## src/hdu_params.svh

```systemverilog
// register offsets, field positions, reset values and divisor table
// assumes inclusion by the design modules (baud generator and transceiver)
`ifndef HDU_PARAMS_SVH
`define HDU_PARAMS_SVH

`define HDU_DATA_OFS      8'hd6
`define HDU_CTRL_OFS      8'hd7
`define HDU_RX_READY_FLAG_BIT     7
`define HDU_TX_EMPTY_FLAG_BIT      6
`define HDU_RX_IRQ_ENABLE_BIT     5
`define HDU_TX_IRQ_ENABLE_BIT     4
`define HDU_BAUD_HI       3
`define HDU_BAUD_LO       1
`define HDU_NINTH_BIT     0
`define HDU_CTRL_RESET    8'h00
`define HDU_STATES_PER_BIT 4'h8
`define HDU_DATA_BITS     4'h9
`define HDU_SAMPLE_A      3'h3
`define HDU_SAMPLE_B      3'h4
`define HDU_SAMPLE_C      3'h5
`define HDU_DIV_000       13'd6656
`define HDU_DIV_001       13'd3328
`define HDU_DIV_010       13'd1664
`define HDU_DIV_011       13'd832
`define HDU_DIV_100       13'd416
`define HDU_DIV_101       13'd256
`define HDU_DIV_110       13'd208

`endif

```

## src/hdu_pkg.sv

```systemverilog
// types shared by the transceiver modules
// assumes the params header sits beside it
package hdu_pkg;
    typedef enum logic [1:0] {
        HDU_RX_IDLE  = 2'b00,
        HDU_RX_START = 2'b01,
        HDU_RX_DATA  = 2'b10,
        HDU_RX_STOP  = 2'b11
    } hdu_rx_state_t;

    typedef enum logic [1:0] {
        HDU_TX_IDLE  = 2'b00,
        HDU_TX_START = 2'b01,
        HDU_TX_DATA  = 2'b10,
        HDU_TX_STOP  = 2'b11
    } hdu_tx_state_t;
endpackage

```

## src/hdu_baud_gen.sv

```systemverilog
// baud tick generator: one pulse per sampling state (8 per bit)
// assumes a single clock and synchronous use of the tick
`timescale 1ns/1ns
`include "hdu_params.svh"
module hdu_baud_gen
    import hdu_pkg::*;
#(
    parameter int DIV_W = 13
) (
    input  wire logic       clock,
    input  wire logic       rst_b,
    input  wire logic       restart,
    input  wire logic [2:0] baud_select,
    output logic            tick
);
    // elaboration check: the slowest divisor needs thirteen bits
    if (DIV_W < 13) begin : g_bad_width
        $error("divider too narrow");
    end

    logic [DIV_W-1:0] divisor;
    logic [DIV_W-1:0] state_len;
    logic [DIV_W-1:0] cnt_q;
    logic [DIV_W-1:0] cnt_d;
    logic             wrap;

    // divisor table, code 111 reserved and treated as the slowest rate
    assign divisor =
        (baud_select == 3'h0) ? DIV_W'(`HDU_DIV_000) :
        (baud_select == 3'h1) ? DIV_W'(`HDU_DIV_001) :
        (baud_select == 3'h2) ? DIV_W'(`HDU_DIV_010) :
        (baud_select == 3'h3) ? DIV_W'(`HDU_DIV_011) :
        (baud_select == 3'h4) ? DIV_W'(`HDU_DIV_100) :
        (baud_select == 3'h5) ? DIV_W'(`HDU_DIV_101) :
        (baud_select == 3'h6) ? DIV_W'(`HDU_DIV_110) :
                                DIV_W'(`HDU_DIV_000);
    // a state lasts divisor/8 clocks, so ticks run at 8x the bit rate
    assign state_len = divisor >> 3;
    assign wrap      = (cnt_q >= state_len - DIV_W'(1));
    assign cnt_d     = (restart || wrap) ? '0 : cnt_q + DIV_W'(1);
    assign tick      = wrap && !restart;

    // state counter
    always_ff @(posedge clock or negedge rst_b) begin
        if (!rst_b) begin
            cnt_q <= '0;
        end else begin
            cnt_q <= cnt_d;
        end
    end
endmodule

```

## src/hdu_uart.sv

```systemverilog
// half-duplex nine-bit serial transceiver with register port
// assumes a 25 MHz clock, software on a plain strobe port, and a
// port output bit supplied by the general-purpose port logic
//
// Strobed register access was decided locally.
`timescale 1ns/1ns
`include "hdu_params.svh"

module hdu_uart
    import hdu_pkg::*;
(
    input  wire logic       clock,
    input  wire logic       rst_b,
    input  wire logic [7:0] reg_addr,
    input  wire logic [7:0] reg_wdata,
    input  wire logic       reg_wr,
    input  wire logic       reg_rd,
    output logic [7:0]      reg_rdata,
    input  wire logic       port_out_bit,
    input  wire logic       serial_in_line,
    output logic            serial_out_line,
    output logic            tx_output_select,
    output logic            tx_irq,
    output logic            rx_irq
);
    // register decode
    logic       wr_data;
    logic       wr_ctrl;
    logic       rd_data;
    logic       rd_ctrl;
    assign wr_data = reg_wr && (reg_addr == `HDU_DATA_OFS);
    assign wr_ctrl = reg_wr && (reg_addr == `HDU_CTRL_OFS);
    assign rd_data = reg_rd && (reg_addr == `HDU_DATA_OFS);
    assign rd_ctrl = reg_rd && (reg_addr == `HDU_CTRL_OFS);

    // control state
    logic       rx_ready_flag_q;
    logic       tx_empty_flag_q;
    logic       rx_irq_enable_q;
    logic       tx_irq_enable_q;
    logic [2:0] baud_select_q;
    logic       ninth_bit_q;
    logic [7:0] rx_buf_q;
    logic [7:0] reg_rdata_q;

    // input synchroniser: three flops, change taken when 2 and 3 agree
    logic       sync1_q;
    logic       sync2_q;
    logic       sync3_q;
    logic       rx_level_q;
    logic       rx_level_d;
    assign rx_level_d = (sync2_q == sync3_q) ? sync3_q : rx_level_q;

    always_ff @(posedge clock or negedge rst_b) begin
        if (!rst_b) begin
            sync1_q    <= 1'b1;
            sync2_q    <= 1'b1;
            sync3_q    <= 1'b1;
            rx_level_q <= 1'b1;
        end else begin
            sync1_q    <= serial_in_line;
            sync2_q    <= sync1_q;
            sync3_q    <= sync2_q;
            rx_level_q <= rx_level_d;
        end
    end

    // transmitter state
    hdu_tx_state_t tx_st_q;
    hdu_tx_state_t tx_st_d;
    logic [8:0]    tx_sh_q;
    logic [8:0]    tx_sh_d;
    logic [2:0]    tx_ph_q;
    logic [2:0]    tx_ph_d;
    logic [3:0]    tx_bit_q;
    logic [3:0]    tx_bit_d;
    logic          tx_line;
    logic          tx_done;

    // receiver state
    hdu_rx_state_t rx_st_q;
    hdu_rx_state_t rx_st_d;
    logic [8:0]    rx_sh_q;
    logic [8:0]    rx_sh_d;
    logic [2:0]    rx_ph_q;
    logic [2:0]    rx_ph_d;
    logic [3:0]    rx_bit_q;
    logic [3:0]    rx_bit_d;
    logic [2:0]    votes_q;
    logic [2:0]    votes_d;
    logic          rx_prev_q;
    logic          rx_fall;
    logic          rx_done;
    logic          voted;

    // shared baud generator; restarted by a new transfer
    logic          tick;
    logic          tx_start;
    logic          bg_restart;
    assign tx_start   = wr_data;
    assign rx_fall    = rx_prev_q && !rx_level_q
                        && (rx_st_q == HDU_RX_IDLE)
                        && (tx_st_q == HDU_TX_IDLE);
    assign bg_restart = tx_start || rx_fall;

    hdu_baud_gen #(
        .DIV_W(13)
    ) u_baud (
        .clock      (clock),
        .rst_b      (rst_b),
        .restart    (bg_restart),
        .baud_select(baud_select_q),
        .tick       (tick)
    );

    // transmit sequencer: start, nine data bits, stop
    logic tx_last_ph;
    assign tx_last_ph = tick && (tx_ph_q == 3'h7);

    always_comb begin
        tx_st_d  = tx_st_q;
        tx_sh_d  = tx_sh_q;
        tx_bit_d = tx_bit_q;
        tx_ph_d  = tick ? tx_ph_q + 3'h1 : tx_ph_q;
        tx_done  = 1'b0;
        case (tx_st_q)
            HDU_TX_IDLE: begin
                tx_ph_d = 3'h0;
            end
            HDU_TX_START: begin
                if (tx_last_ph) begin
                    tx_st_d  = HDU_TX_DATA;
                    tx_bit_d = 4'h0;
                end
            end
            HDU_TX_DATA: begin
                if (tx_last_ph) begin
                    tx_sh_d  = {1'b0, tx_sh_q[8:1]};
                    tx_bit_d = tx_bit_q + 4'h1;
                    if (tx_bit_q == `HDU_DATA_BITS - 4'h1) begin
                        tx_st_d = HDU_TX_STOP;
                    end
                end
            end
            HDU_TX_STOP: begin
                if (tx_last_ph) begin
                    tx_st_d = HDU_TX_IDLE;
                    tx_done = 1'b1;
                end
            end
            default: begin
                tx_st_d = HDU_TX_IDLE;
            end
        endcase
        // a data write always restarts the character
        if (tx_start) begin
            tx_st_d = HDU_TX_START;
            tx_sh_d = {ninth_bit_q, reg_wdata};
            tx_ph_d = 3'h0;
        end
    end

    assign tx_line = (tx_st_q == HDU_TX_START) ? 1'b0 :
                     (tx_st_q == HDU_TX_DATA)  ? tx_sh_q[0] : 1'b1;

    always_ff @(posedge clock or negedge rst_b) begin
        if (!rst_b) begin
            tx_st_q  <= HDU_TX_IDLE;
            tx_sh_q  <= '0;
            tx_ph_q  <= '0;
            tx_bit_q <= '0;
        end else begin
            tx_st_q  <= tx_st_d;
            tx_sh_q  <= tx_sh_d;
            tx_ph_q  <= tx_ph_d;
            tx_bit_q <= tx_bit_d;
        end
    end

    // output mux and inversion, registered
    logic out_q;
    logic sel_q;
    always_ff @(posedge clock or negedge rst_b) begin
        if (!rst_b) begin
            out_q <= 1'b0;
            sel_q <= 1'b0;
        end else begin
            sel_q <= (tx_st_d != HDU_TX_IDLE);
            out_q <= (tx_st_d != HDU_TX_IDLE) ?
                     !((tx_st_d == HDU_TX_START) ? 1'b0 :
                       (tx_st_d == HDU_TX_DATA) ? tx_sh_d[0] : 1'b1)
                     : port_out_bit;
        end
    end
    assign serial_out_line  = out_q;
    assign tx_output_select = sel_q;

    // majority of the samples in states 3, 4 and 5
    assign voted = (votes_q[0] & votes_q[1]) | (votes_q[0] & votes_q[2])
                 | (votes_q[1] & votes_q[2]);

    // receive sequencer
    logic rx_last_ph;
    logic rx_abort;
    assign rx_last_ph = tick && (rx_ph_q == 3'h7);
    assign rx_abort   = tx_start || (tx_st_q != HDU_TX_IDLE);

    always_comb begin
        rx_st_d  = rx_st_q;
        rx_sh_d  = rx_sh_q;
        rx_bit_d = rx_bit_q;
        rx_ph_d  = tick ? rx_ph_q + 3'h1 : rx_ph_q;
        votes_d  = votes_q;
        rx_done  = 1'b0;
        if (tick && (rx_ph_q == `HDU_SAMPLE_A)) votes_d[0] = rx_level_q;
        if (tick && (rx_ph_q == `HDU_SAMPLE_B)) votes_d[1] = rx_level_q;
        if (tick && (rx_ph_q == `HDU_SAMPLE_C)) votes_d[2] = rx_level_q;
        case (rx_st_q)
            HDU_RX_IDLE: begin
                rx_ph_d = 3'h0;
                if (rx_fall) begin
                    rx_st_d = HDU_RX_START;
                end
            end
            HDU_RX_START: begin
                if (rx_last_ph) begin
                    rx_st_d  = HDU_RX_DATA;
                    rx_bit_d = 4'h0;
                end
            end
            HDU_RX_DATA: begin
                if (rx_last_ph) begin
                    rx_sh_d  = {voted, rx_sh_q[8:1]};
                    rx_bit_d = rx_bit_q + 4'h1;
                    if (rx_bit_q == `HDU_DATA_BITS - 4'h1) begin
                        rx_st_d = HDU_RX_STOP;
                    end
                end
            end
            HDU_RX_STOP: begin
                if (rx_last_ph) begin
                    rx_st_d = HDU_RX_IDLE;
                    rx_done = 1'b1;
                end
            end
            default: begin
                rx_st_d = HDU_RX_IDLE;
            end
        endcase
        if (rx_abort) begin
            rx_st_d = HDU_RX_IDLE;
            rx_done = 1'b0;
        end
    end

    always_ff @(posedge clock or negedge rst_b) begin
        if (!rst_b) begin
            rx_st_q   <= HDU_RX_IDLE;
            rx_sh_q   <= '0;
            rx_ph_q   <= '0;
            rx_bit_q  <= '0;
            votes_q   <= 3'h7;
            rx_prev_q <= 1'b1;
        end else begin
            rx_st_q   <= rx_st_d;
            rx_sh_q   <= rx_sh_d;
            rx_ph_q   <= rx_ph_d;
            rx_bit_q  <= rx_bit_d;
            votes_q   <= votes_d;
            rx_prev_q <= rx_level_q;
        end
    end

    // flags: hardware set wins over a software clear
    logic rx_ready_flag_d;
    logic tx_empty_flag_d;
    assign rx_ready_flag_d = rx_done ? 1'b1 :
                     wr_ctrl ? reg_wdata[`HDU_RX_READY_FLAG_BIT] :
                     rx_ready_flag_q;
    assign tx_empty_flag_d  = tx_done ? 1'b1 :
                     tx_start ? 1'b0 :
                     wr_ctrl ? reg_wdata[`HDU_TX_EMPTY_FLAG_BIT] :
                     tx_empty_flag_q;

    // control register, receive buffer and ninth bit
    always_ff @(posedge clock or negedge rst_b) begin
        if (!rst_b) begin
            rx_ready_flag_q <= 1'b0;
            tx_empty_flag_q <= 1'b0;
            rx_irq_enable_q <= 1'b0;
            tx_irq_enable_q <= 1'b0;
            baud_select_q   <= 3'h0;
            ninth_bit_q     <= 1'b0;
            rx_buf_q        <= 8'h00;
        end else begin
            rx_ready_flag_q <= rx_ready_flag_d;
            tx_empty_flag_q <= tx_empty_flag_d;
            if (wr_ctrl) begin
                rx_irq_enable_q <= reg_wdata[`HDU_RX_IRQ_ENABLE_BIT];
                tx_irq_enable_q <= reg_wdata[`HDU_TX_IRQ_ENABLE_BIT];
                baud_select_q   <=
                    reg_wdata[`HDU_BAUD_HI:`HDU_BAUD_LO];
            end
            if (rx_done) begin
                rx_buf_q    <= rx_sh_q[7:0];
                ninth_bit_q <= rx_sh_q[8];
            end else if (wr_ctrl) begin
                ninth_bit_q <= reg_wdata[`HDU_NINTH_BIT];
            end
        end
    end

    // read data, registered one cycle after the strobe
    logic [7:0] ctrl_view;
    assign ctrl_view = {rx_ready_flag_q, tx_empty_flag_q, rx_irq_enable_q,
                        tx_irq_enable_q, baud_select_q, ninth_bit_q};
    always_ff @(posedge clock or negedge rst_b) begin
        if (!rst_b) begin
            reg_rdata_q <= 8'h00;
        end else begin
            reg_rdata_q <= rd_data ? rx_buf_q :
                           rd_ctrl ? ctrl_view : 8'h00;
        end
    end
    assign reg_rdata = reg_rdata_q;

    // interrupt requests, each flag with its own enable; clock never
    // gated so these work in wait mode
    assign tx_irq = tx_empty_flag_q && tx_irq_enable_q;
    assign rx_irq = rx_ready_flag_q && rx_irq_enable_q;
endmodule
```

## config.mk

```make
export PLATFORM = sky130hd
export DESIGN_NAME = hdu_uart
export DESIGN_NICKNAME = d
export VERILOG_FILES = /design/src/hdu_pkg.sv /design/src/hdu_baud_gen.sv /design/src/hdu_uart.sv
export VERILOG_INCLUDE_DIRS = /design/src /design/src/src
export SDC_FILE = /design/constraint.sdc
export NUM_CORES = 1
export LEC_CHECK = 0
export ABC_AREA = 1
export BUFFER_PORTS_ARGS = -buffer_cell sky130_fd_sc_hd__buf_2
export CAP_MARGIN = 15
export CORE_MARGIN = 2
export CORE_UTILIZATION = 40
export DETAILED_ROUTE_END_ITERATION = 10
export PLACE_DENSITY = 0.57
export SKIP_CTS_REPAIR_TIMING = 1
export SLEW_MARGIN = 10
export SYNTH_ARGS = -nofsm -noshare
export SYNTH_HDL_FRONTEND = slang
export SYNTH_SLANG_ARGS = --single-unit
```

## constraint.sdc

```tcl
create_clock -name clock -period 5.6 [get_ports clock]
set_input_delay 0.56 -clock clock [delete_from_list [all_inputs] [get_ports clock]]
set_output_delay 0.56 -clock clock [all_outputs]
set_load 0.02 [all_outputs]
```

# After elaboration in Yosys (flattened, before gate mapping)

Index checks and enable logic that the tools add are counted.
W data, S select, Z words.

Bits in registers: 83
Bits in latches: 0
Memory bits (writable): 0
Bits in read-only memories: 0
Input bits: 22
Output and inout port bits: 12
Word-level logic and storage cells: 164
Memories: 0

$add $sub $neg: 6
$mul: 0
Divide/modulo/power cells: 0
Order comparisons: 1
Equality and inequality tests: 33
Shifts and indexed selects: 0
Muxes and demuxes: 52
Bitwise gates (word level): 5
Reductions and logical operators: 39

Operator list:

| operator                | number |
|---|---|
| $mux W13                | 8 |
| $mux W9                 | 3 |
| $mux W2                 | 11 |
| $eq A3 B3 Y1 const B    | 7 |
| $eq A8 B8 Y1 const B    | 2 |
| $mux W4                 | 4 |
| $mux W8                 | 2 |
| $pmux W4 S2             | 2 |
| $reduce_bool A2 Y1      | 8 |
| $logic_and A1 B1 Y1     | 15 |
| $mux W1                 | 15 |
| $mux W3                 | 5 |
| $ne A3 B3 Y1 const B    | 5 |
| $add A13 B1 Y13 const B | 1 |
| $ge A13 B13 Y1          | 1 |
| $sub A10 B1 Y11 const B | 1 |
| $eq A2 B2 Y1 const B    | 5 |
| $eq A3 B2 Y1 const B    | 3 |
| $add A4 B1 Y4 const B   | 2 |
| $eq A4 B4 Y1 const B    | 2 |
| $ne A2 B2 Y1 const B    | 4 |
| $pmux W2 S4             | 1 |
| $add A3 B1 Y3 const B   | 2 |
| $eq A2 B1 Y1 const B    | 3 |
| other kinds (13)        | 24 |

# Depth between registers and ports, before layout

Gate-level depths: netlist of run 1.

Word-level depth: 20
Depth in mapped cells: 20
Depth with buffers taken out: 19

# Hierarchy

A second synthesis of run 1 with hierarchy kept.

Cells, all modules: 512
Area, all modules: 4460.5 um2

By module, submodules not included:

| module       | instances | cells each | area each (um2) | sequential area each (um2) |
|---|---|---|---|---|
| hdu_uart     | 1         | 366        | 3304.4          | 1761.7 |
| hdu_baud_gen | 1         | 146        | 1156.1          | 325.3 |

# Least setup slack after synthesis of run 1

OpenSTA, ideal clock, no wires.

Path type: register to register
From: register baud_select_q[0]
To: register ninth_bit_q
Library setup time: 0.120 ns
Arrival time: 2.148 ns
Required time: 5.480 ns
Slack: 3.332 ns
Stages on the path, launching flop included: 18
Buffers on the path: 1
Period minus slack after synthesis: 2.268 ns
Cells stage by stage: dfrtp_1 -> nor2_1 -> inv_1 -> o22ai_1 -> ha_1 -> nand2_2 -> inv_1 -> a21oi_1 -> a21oi_2 -> nor2_4 -> nor2_8 -> nand2_4 -> inv_2 -> nand3_2 -> buf_6 -> o21ai_2 -> o21ai_1 -> nand2_1

Word-level cells in the longest chain between the ends: 16
Elaborated cells between the ends (all ways): 23
Those cells by class: add/sub (1); order compare (1); eq/ne (6); mux (11); reduce/logical (4)

RTL lines:

| item                                                 | line               | source |
|---|---|---|
| from (decl)                                          | hdu_uart.sv:41     | `logic [2:0] baud_select_q;` |
| from (signal assigned)                               | hdu_uart.sv:301    | `baud_select_q <=` |
| $eq A3 B3 Y1                                         | hdu_baud_gen.sv:35 | `` (baud_select == 3'h6) ? DIV_W'(`HDU_DIV_110) : `` |
| $mux W13                                             | hdu_baud_gen.sv:35 |  |
| $mux W13                                             | hdu_baud_gen.sv:34 | `` (baud_select == 3'h5) ? DIV_W'(`HDU_DIV_101) : `` |
| $mux W13                                             | hdu_baud_gen.sv:33 | `` (baud_select == 3'h4) ? DIV_W'(`HDU_DIV_100) : `` |
| $mux W13                                             | hdu_baud_gen.sv:32 | `` (baud_select == 3'h3) ? DIV_W'(`HDU_DIV_011) : `` |
| $mux W13                                             | hdu_baud_gen.sv:31 | `` (baud_select == 3'h2) ? DIV_W'(`HDU_DIV_010) : `` |
| $mux W13                                             | hdu_baud_gen.sv:30 | `` (baud_select == 3'h1) ? DIV_W'(`HDU_DIV_001) : `` |
| $mux W13 *                                           | hdu_baud_gen.sv:29 | `` (baud_select == 3'h0) ? DIV_W'(`HDU_DIV_000) : `` |
| $sub A10 B1 Y11 *                                    | hdu_baud_gen.sv:39 | `assign wrap = (cnt_q >= state_len - DIV_W'(1));` |
| $ge A13 B13 Y1 *                                     | hdu_baud_gen.sv:39 |  |
| $logic_and A1 B1 Y1 *                                | hdu_baud_gen.sv:41 | `assign tick = wrap && !restart;` |
| $logic_and A1 B1 Y1 *                                | hdu_uart.sv:205    | `assign rx_last_ph = tick && (rx_ph_q == 3'h7);` |
| $mux W1 *                                            | hdu_uart.sv:241    | `if (rx_last_ph) begin` |
| $mux W1 *                                            | hdu_uart.sv:218    | `case (rx_st_q)` |
| $mux W1 *                                            | hdu_uart.sv:250    | `if (rx_abort) begin` |
| $mux W1 / $reduce_bool A2 Y1 (equally long branches) | n/a                |  |
| to (signal assigned)                                 | hdu_uart.sv:306    | `ninth_bit_q <= rx_sh_q[8];` |
| to (signal assigned)                                 | hdu_uart.sv:308    | `` ninth_bit_q <= reg_wdata[`HDU_NINTH_BIT]; `` |
| to (decl)                                            | hdu_uart.sv:42     | `logic ninth_bit_q;` |

Every way passes the cells marked *; elsewhere a longest branch is shown, timed or not.
A chain may end at the register's enable or synchronous reset.

# Final worst setup path of run 1

From: register baud_select_q[1]
To: register ninth_bit_q

The elaborated chain is that of the path after synthesis.

==> results of run 1 <==
## final timing paths
kind,start,to,slack (ns),cells past startpoint
setup / recovery,baud_select_q[1],ninth_bit_q,2.82,16
hold / removal,serial_in_line,sync1_q,0.28,1
setup reg to reg,baud_select_q[1],ninth_bit_q,2.82,16
hold reg to reg,sync1_q,sync2_q,0.36,0
max in group asynchronous,rst_b,tx_ph_q[1],4.56,1
min in group asynchronous,rst_b,u_baud.cnt_q[4],0.38,1
## synth_stat cells (all sizes together) (5+ instances only)
library cell / count / area [sq um]
nand2: 104 / 418
inv: 91 / 342
dfrtp: 75 / 1880
nand3: 44 / 235
nor2: 37 / 188
o21ai: 35 / 179
ha: 28 / 350
o22ai: 14 / 87.6
a21oi: 13 / 72.6
o211ai: 9 / 67.6
dfstp: 8 / 210
nor3: 8 / 45.0
buf: 7 / 48.8
nand4: 5 / 31.3
nor3b: 5 / 37.5
xor2: 5 / 43.8
## routing by layer
layer  vias to the layer above  global-route usage, %  routed length, um
met2                        50                   27.6               4140
met1                      1518                   21.3               4060
met3                         9                   5.24                354
met4                         0                   5.04                116
li1                       1690                      -                  -
met5                         -                      0                  0
## cell families (layout without fill, tap and decap cells)
logic type                 count (synthesis)  in the layout  synth area share (%)
and+or+nand+nor                          206            206                  22.5
DFF                                       83             83                  48.2
AOI/OAI and AO/OA                         75             75                  10.1
buffers and inverters                    100            141                  9.18
xor gates and xnor gates                   7              7                  1.41
other                                      1              3                0.0865
adders and majority gates                 30             30                  8.55
## where the power goes
| part | switching [mW] | internal, mW |
|---|---|---|
| Sequential | 0.0403 | 0.644 |
| Combinational | 0.160 | 0.101 |
| Clock | 0.231 | 0.257 |
| Total | 0.432 | 1.00 |
## stage by stage
| step | cell area [sq um] | hold slack, ns | util (%) | setup WS, ns | total power [mW] |
|---|---|---|---|---|---|
| 4_1_cts | 4860 | 0.255 | 45.4 | 2.84 | 1.45 |
| 2_1_floorplan | 4340 | 0.264 | - | 3.33 | 0.884 |
| 3_5_place_dp | 4640 | 0.351 | 43.3 | 2.85 | 0.961 |
| 6_report | 4860 | 0.281 | 45.4 | 2.82 | 1.43 |
| 5_1_grt | 4860 | 0.251 | 45.4 | 2.50 | 1.53 |
| 3_3_place_gp | 4640 | 0.348 | 43.3 | 2.94 | 0.949 |
## state kept, by name, summed over array words and instances (netlist names), 2 cells and up
register / flops
u_baud.cnt_q: 13
votes_q: 3
rx_buf_q: 8
tx_sh_q: 9
rx_st_q: 2
rx_sh_q: 9
rx_bit_q: 4
reg_rdata: 8
tx_st_q: 2
tx_bit_q: 4
tx_ph_q: 3
rx_ph_q: 3
baud_select_q: 3
## layout make-up
| cell class | instances | area (sq um) |
|---|---|---|
| clock buffers | 10 | 128 |
| well taps | 140 | 175 |
| clock inverters | 6 | 96.3 |
| fillers | 1053 | 5840 |
| flip-flops and latches | 83 | 2090 |
| repair buffers | 34 | 175 |
| inverters | 91 | 342 |
| multi-input cells | 321 | 1860 |
==> flow_summary.json, run 1 <==
{
  "status": "completed",
  "leakagePower_nw": 2.51,
  "critPathTopFamily": "simple AND/OR/NAND/NOR gates",
  "final_nets": 590,
  "slew_viol_final": 0,
  "via_per_inst": 4.77,
  "worstSetupEndpointType": "flop",
  "synth.distinct_cells": 39,
  "async_reset_ff_share_pct": 100,
  "path_buf_inv": 3,
  "syn_area_sq_um": 4330,
  "cts-root-buf": "clkbuf_8",
  "place_inst": 669,
  "worst_ep_arrival_time_ns": 3.04,
  "fin_crit_ns": 2.78,
  "netlist_instances": 502,
  "crit_slowest_cell": "dfrtp_1",
  "io_pins": 34,
  "cellPowerDensity_nw_per_um2": 295,
  "crit_chain": "inv_1 -> nor2_1 -> inv_1 -> nand3_1 -> ha_1 -> nand2_1 -> nor2_2 -> nand2_2 -> a21oi_2 -> nor2_4 -> nor2_8 -> nand2_4 -> inv_2 -> nand3_2 -> o21ai_1 -> nand2_1",
  "synth_seq_area_share_pct": 48.2,
  "cts.path.max_buffers": 2,
  "grt_use_total_pct": 16.8,
  "core-area_sq_um": 10700,
  "wl_per_cell_um": 12.7,
  "layout_commonest_cell": "nand2_1",
  "cts_inserted_buffers": 9,
  "drtAntennaViolNets": 0,
  "finalSetupViolCount": 0,
  "cp_max_fo": 20,
  "critical_path_class": "reg -> reg",
  "rsz0062_at_grt": "false",
  "synth_edf_count": 0,
  "portBuffers": 33,
  "dieWidth_um": 108,
  "hold_violations": 0,
  "worst_pin_slew_ns": 1.04,
  "finalClockSkew_ns": 0.0114,
  "gr-total-overflow": 0,
  "die_area_sq_um": 11700,
  "clkLatencyLatePin_ns": 0.37,
  "fin_crit_sh_pct": 49.7,
  "cts.sinks": 83,
  "syn_avg_cell_area_sq_um": 8.63,
  "clock.fmax_mhz": 359,
  "initial_core_util_pct": 40.5,
  "fin_tns_setup_ns": 0,
  "yosysWarnings": 0,
  "cts_max_level": 3,
  "clk_pin_slew_ns": 0.09,
  "antenna_found_initial": 0,
  "required_ns": 5.86,
  "antenna_cells": 0,
  "grt_pass1_vias": 3233,
  "gp_congestion": 0.865,
  "max_stage_delay_ns": 0.43,
  "drtIter0Drc": 177,
  "startpoint_type": "flop",
  "die_height_um": 108,
  "final_cell_mix": "nand2_1 (97), inv_1 (88), dfrtp_1 (75)",
  "area_growth_pct": 12.1,
  "relSlewSlack_pct": 30.8,
  "wl_um": 8670,
  "rows": 38,
  "synth-main-ff-cell": "dfrtp_1",
  "hp-class": "in -> reg",
  "grt_first_pass_wirelength_um": 15200,
  "stdcell_count": 685,
  "drc_errors": 0,
  "tritoncts": "built",
  "drive_above_1_share_pct": 14.7,
  "grt_max_degree": 84,
  "vdd_ir_drop_max_mv": 0.158,
  "ys_ff_latch": 83,
  "maxCapViolCount": 0,
  "dr.pass1.iters": 4,
  "vias": 3267,
  "dp_hpwl_um": 6350
}
Note: power is estimated with default switching activity, not from simulation.
==> inputs of run 2 (changes only) <==
PLACE_DENSITY = 0.59   (was 0.57)
clock period = 2.3 ns   (was 5.6 ns; I/O delays follow)
==> flow_summary.json, run 2 (synthesis gave the netlist of run 1 again) <==
{
  "status": "finished with violations",
  "violations": "negative setup slack",
  "wl_per_cell_um": 13.5,
  "grt_max_degree": 39,
  "startpoint_type": "flop",
  "critPathTopFamily": "simple AND/OR/NAND/NOR gates",
  "wl_um": 9810,
  "vdd_ir_drop_max_mv": 0.437,
  "gp_congestion": 0.860,
  "setup_slack_ns": -0.155,
  "drc_errors": 0,
  "largest_reg_flops": 13,
  "fin_area_sq_um": 5810,
  "vias": 3597,
  "grt_use_total_pct": 16.8,
  "hold_violations": 0,
  "fin_crit_ns": 2.45,
  "crit_chain": "inv_4 -> buf_6 -> o211ai_1 -> ha_1 -> nand2_2 -> nor2_1 -> nand3_1 -> nand3_2 -> nor2_4 -> nor2_8 -> nand2_4 -> inv_6 -> nand3_4 -> clkbuf_16 -> o211ai_1",
  "max_stage_delay_ns": 0.45,
  "slew_viol_final": 0,
  "tritoncts": "built",
  "portBuffers": 33,
  "die_area_sq_um": 11700,
  "crit_top_cell": "o211ai_1",
  "final_nets": 632,
  "cts.sinks": 83,
  "antenna_found_initial": 0,
  "antenna_cells": 0,
  "initial_core_util_pct": 40.5,
  "path_buf_inv": 4,
  "rsz0062_at_grt": "true",
  "relSlewSlack_pct": 58.3,
  "hp-class": "in -> reg",
  "totalPowerFinal_mw": 3.67,
  "leakagePower_nw": 2.85,
  "die_height_um": 108,
  "crit_slowest_cell": "dfrtp_2",
  "holdWs_ns": 0.0941,
  "critical_path_class": "reg -> reg",
  "io_pins": 34,
  "clock.fmax_mhz": 407,
  "gr-total-overflow": 0,
  "cp_max_fo": 9,
  "grt_pass1_vias": 3432,
  "dieWidth_um": 108,
  "cts-root-buf": "clkbuf_8",
  "area_growth_pct": 34.1,
  "dr.pass1.iters": 4,
  "regMostFlops": "u_baud.cnt_q",
  "cellPowerDensity_nw_per_um2": 631,
  "worst_pin_slew_ns": 0.624,
  "maxCapViolCount": 0,
  "worstSetupEndpointType": "flop",
  "dp_hpwl_um": 6790,
  "drtIter0Drc": 151,
  "post-route-util_pct": 54.3,
  "grt_first_pass_wirelength_um": 15400,
  "via_per_inst": 4.95,
  "fillCellCount": 987,
  "core-area_sq_um": 10700,
  "rows": 38,
  "required_ns": 2.53,
  "drtAntennaViolNets": 0,
  "clkLatencyLatePin_ns": 0.36,
  "worst_ep_arrival_time_ns": 2.69,
  "finalSetupViolCount": 53,
  "cts.path.max_buffers": 2,
  "dpl-instance-area_sq_um": 4890,
  "clk_pin_slew_ns": 0.09,
  "cts_max_level": 3,
  "drive_above_1_share_pct": 37.1,
  "layout_top_registers": "u_baud.cnt_q: 13 flops, rx_sh_q: 9 flops, tx_sh_q: 9 flops",
  "cts_inserted_buffers": 9,
  "fin_crit_sh_pct": 107,
  "finalClockSkew_ns": 0.0186,
  "final_cell_mix": "inv_1 (80), dfrtp_1 (72), nand2_1 (71)",
  "layout_commonest_cell": "inv_1"
}
## run 2: changes by cell type in the layout (fill, tap and decap cells not counted), moves of 7 or more
| cell | previous run | this run |
|---|---|---|
| nor2_4 | 4 | 11 |
| buf_6 | 0 | 11 |
| nand2_2 | 5 | 25 |
| nand2_1 | 97 | 71 |
| o21ai_0 | 17 | 7 |
| o21ai_2 | 1 | 15 |
| nand3_2 | 3 | 12 |
| buf_4 | 2 | 23 |
| inv_1 | 88 | 80 |
| nand3_1 | 41 | 29 |
| nor2_1 | 31 | 19 |
## run 2: worst paths after layout
kind / from / endpoint / slack [ns] / cells past startpoint
worst max-delay path: baud_select_q[1] / rx_ready_flag_q / -0.15 / 15
worst min-delay path: port_out_bit / serial_out_line / 0.09 / 3
worst max register to register: baud_select_q[1] / rx_ready_flag_q / -0.15 / 15
worst min register to register: sync1_q / sync2_q / 0.36 / 0
max in group asynchronous: rst_b / votes_q[0] / 1.29 / 3
min in group asynchronous: rst_b / u_baud.cnt_q[2] / 0.38 / 2
## run 2: power breakdown
group	switching, mW	total (mW)	internal (mW)	leakage, nW
Clock	0.542	1.05	0.506	0.0862
Sequential	0.110	1.68	1.57	1.05
Combinational	0.550	0.946	0.396	1.72
## run 2: metal layers
layer  up-vias  global-route usage (%)  wire, um  share of wire [%]
met5         -                       0         0                  0
met4         0                    6.41       148                1.5
met3        13                    3.92       268                2.7
met2        47                    28.2      5020                 51
met1      1754                    21.0      4370                 45
li1       1783                       -         -                  -
## run 2: final cells by class
| class | instances | area [sq um] | area share, % |
|---|---|---|---|
| flip-flops and latches | 83 | 2090 | 36.0 |
| clock buffers | 11 | 131 | 2.26 |
| repair buffers | 76 | 657 | 11.3 |
| clock inverters | 5 | 61.3 | 1.05 |
| inverters | 91 | 357 | 6.13 |
| well taps | 140 | 175 | 3.01 |
| multi-input cells | 321 | 2340 | 40.3 |
## run 2: worst min-delay path, stage by stage
cell and delay, ns:
buf_2 0.08, nand3_1 0.05, nand3_1 0.06
## run 2: stage by stage
stage                     cells  setup TNS [ns]  worst slack [ns]
after global routing        727          -11.16            -0.292
final                       727           -3.63            -0.155
after global placement      698           -2.17            -0.133
after detailed placement    698           -5.58            -0.221
after floorplan             504               0            0.0315
after CTS                   714           -6.36            -0.231
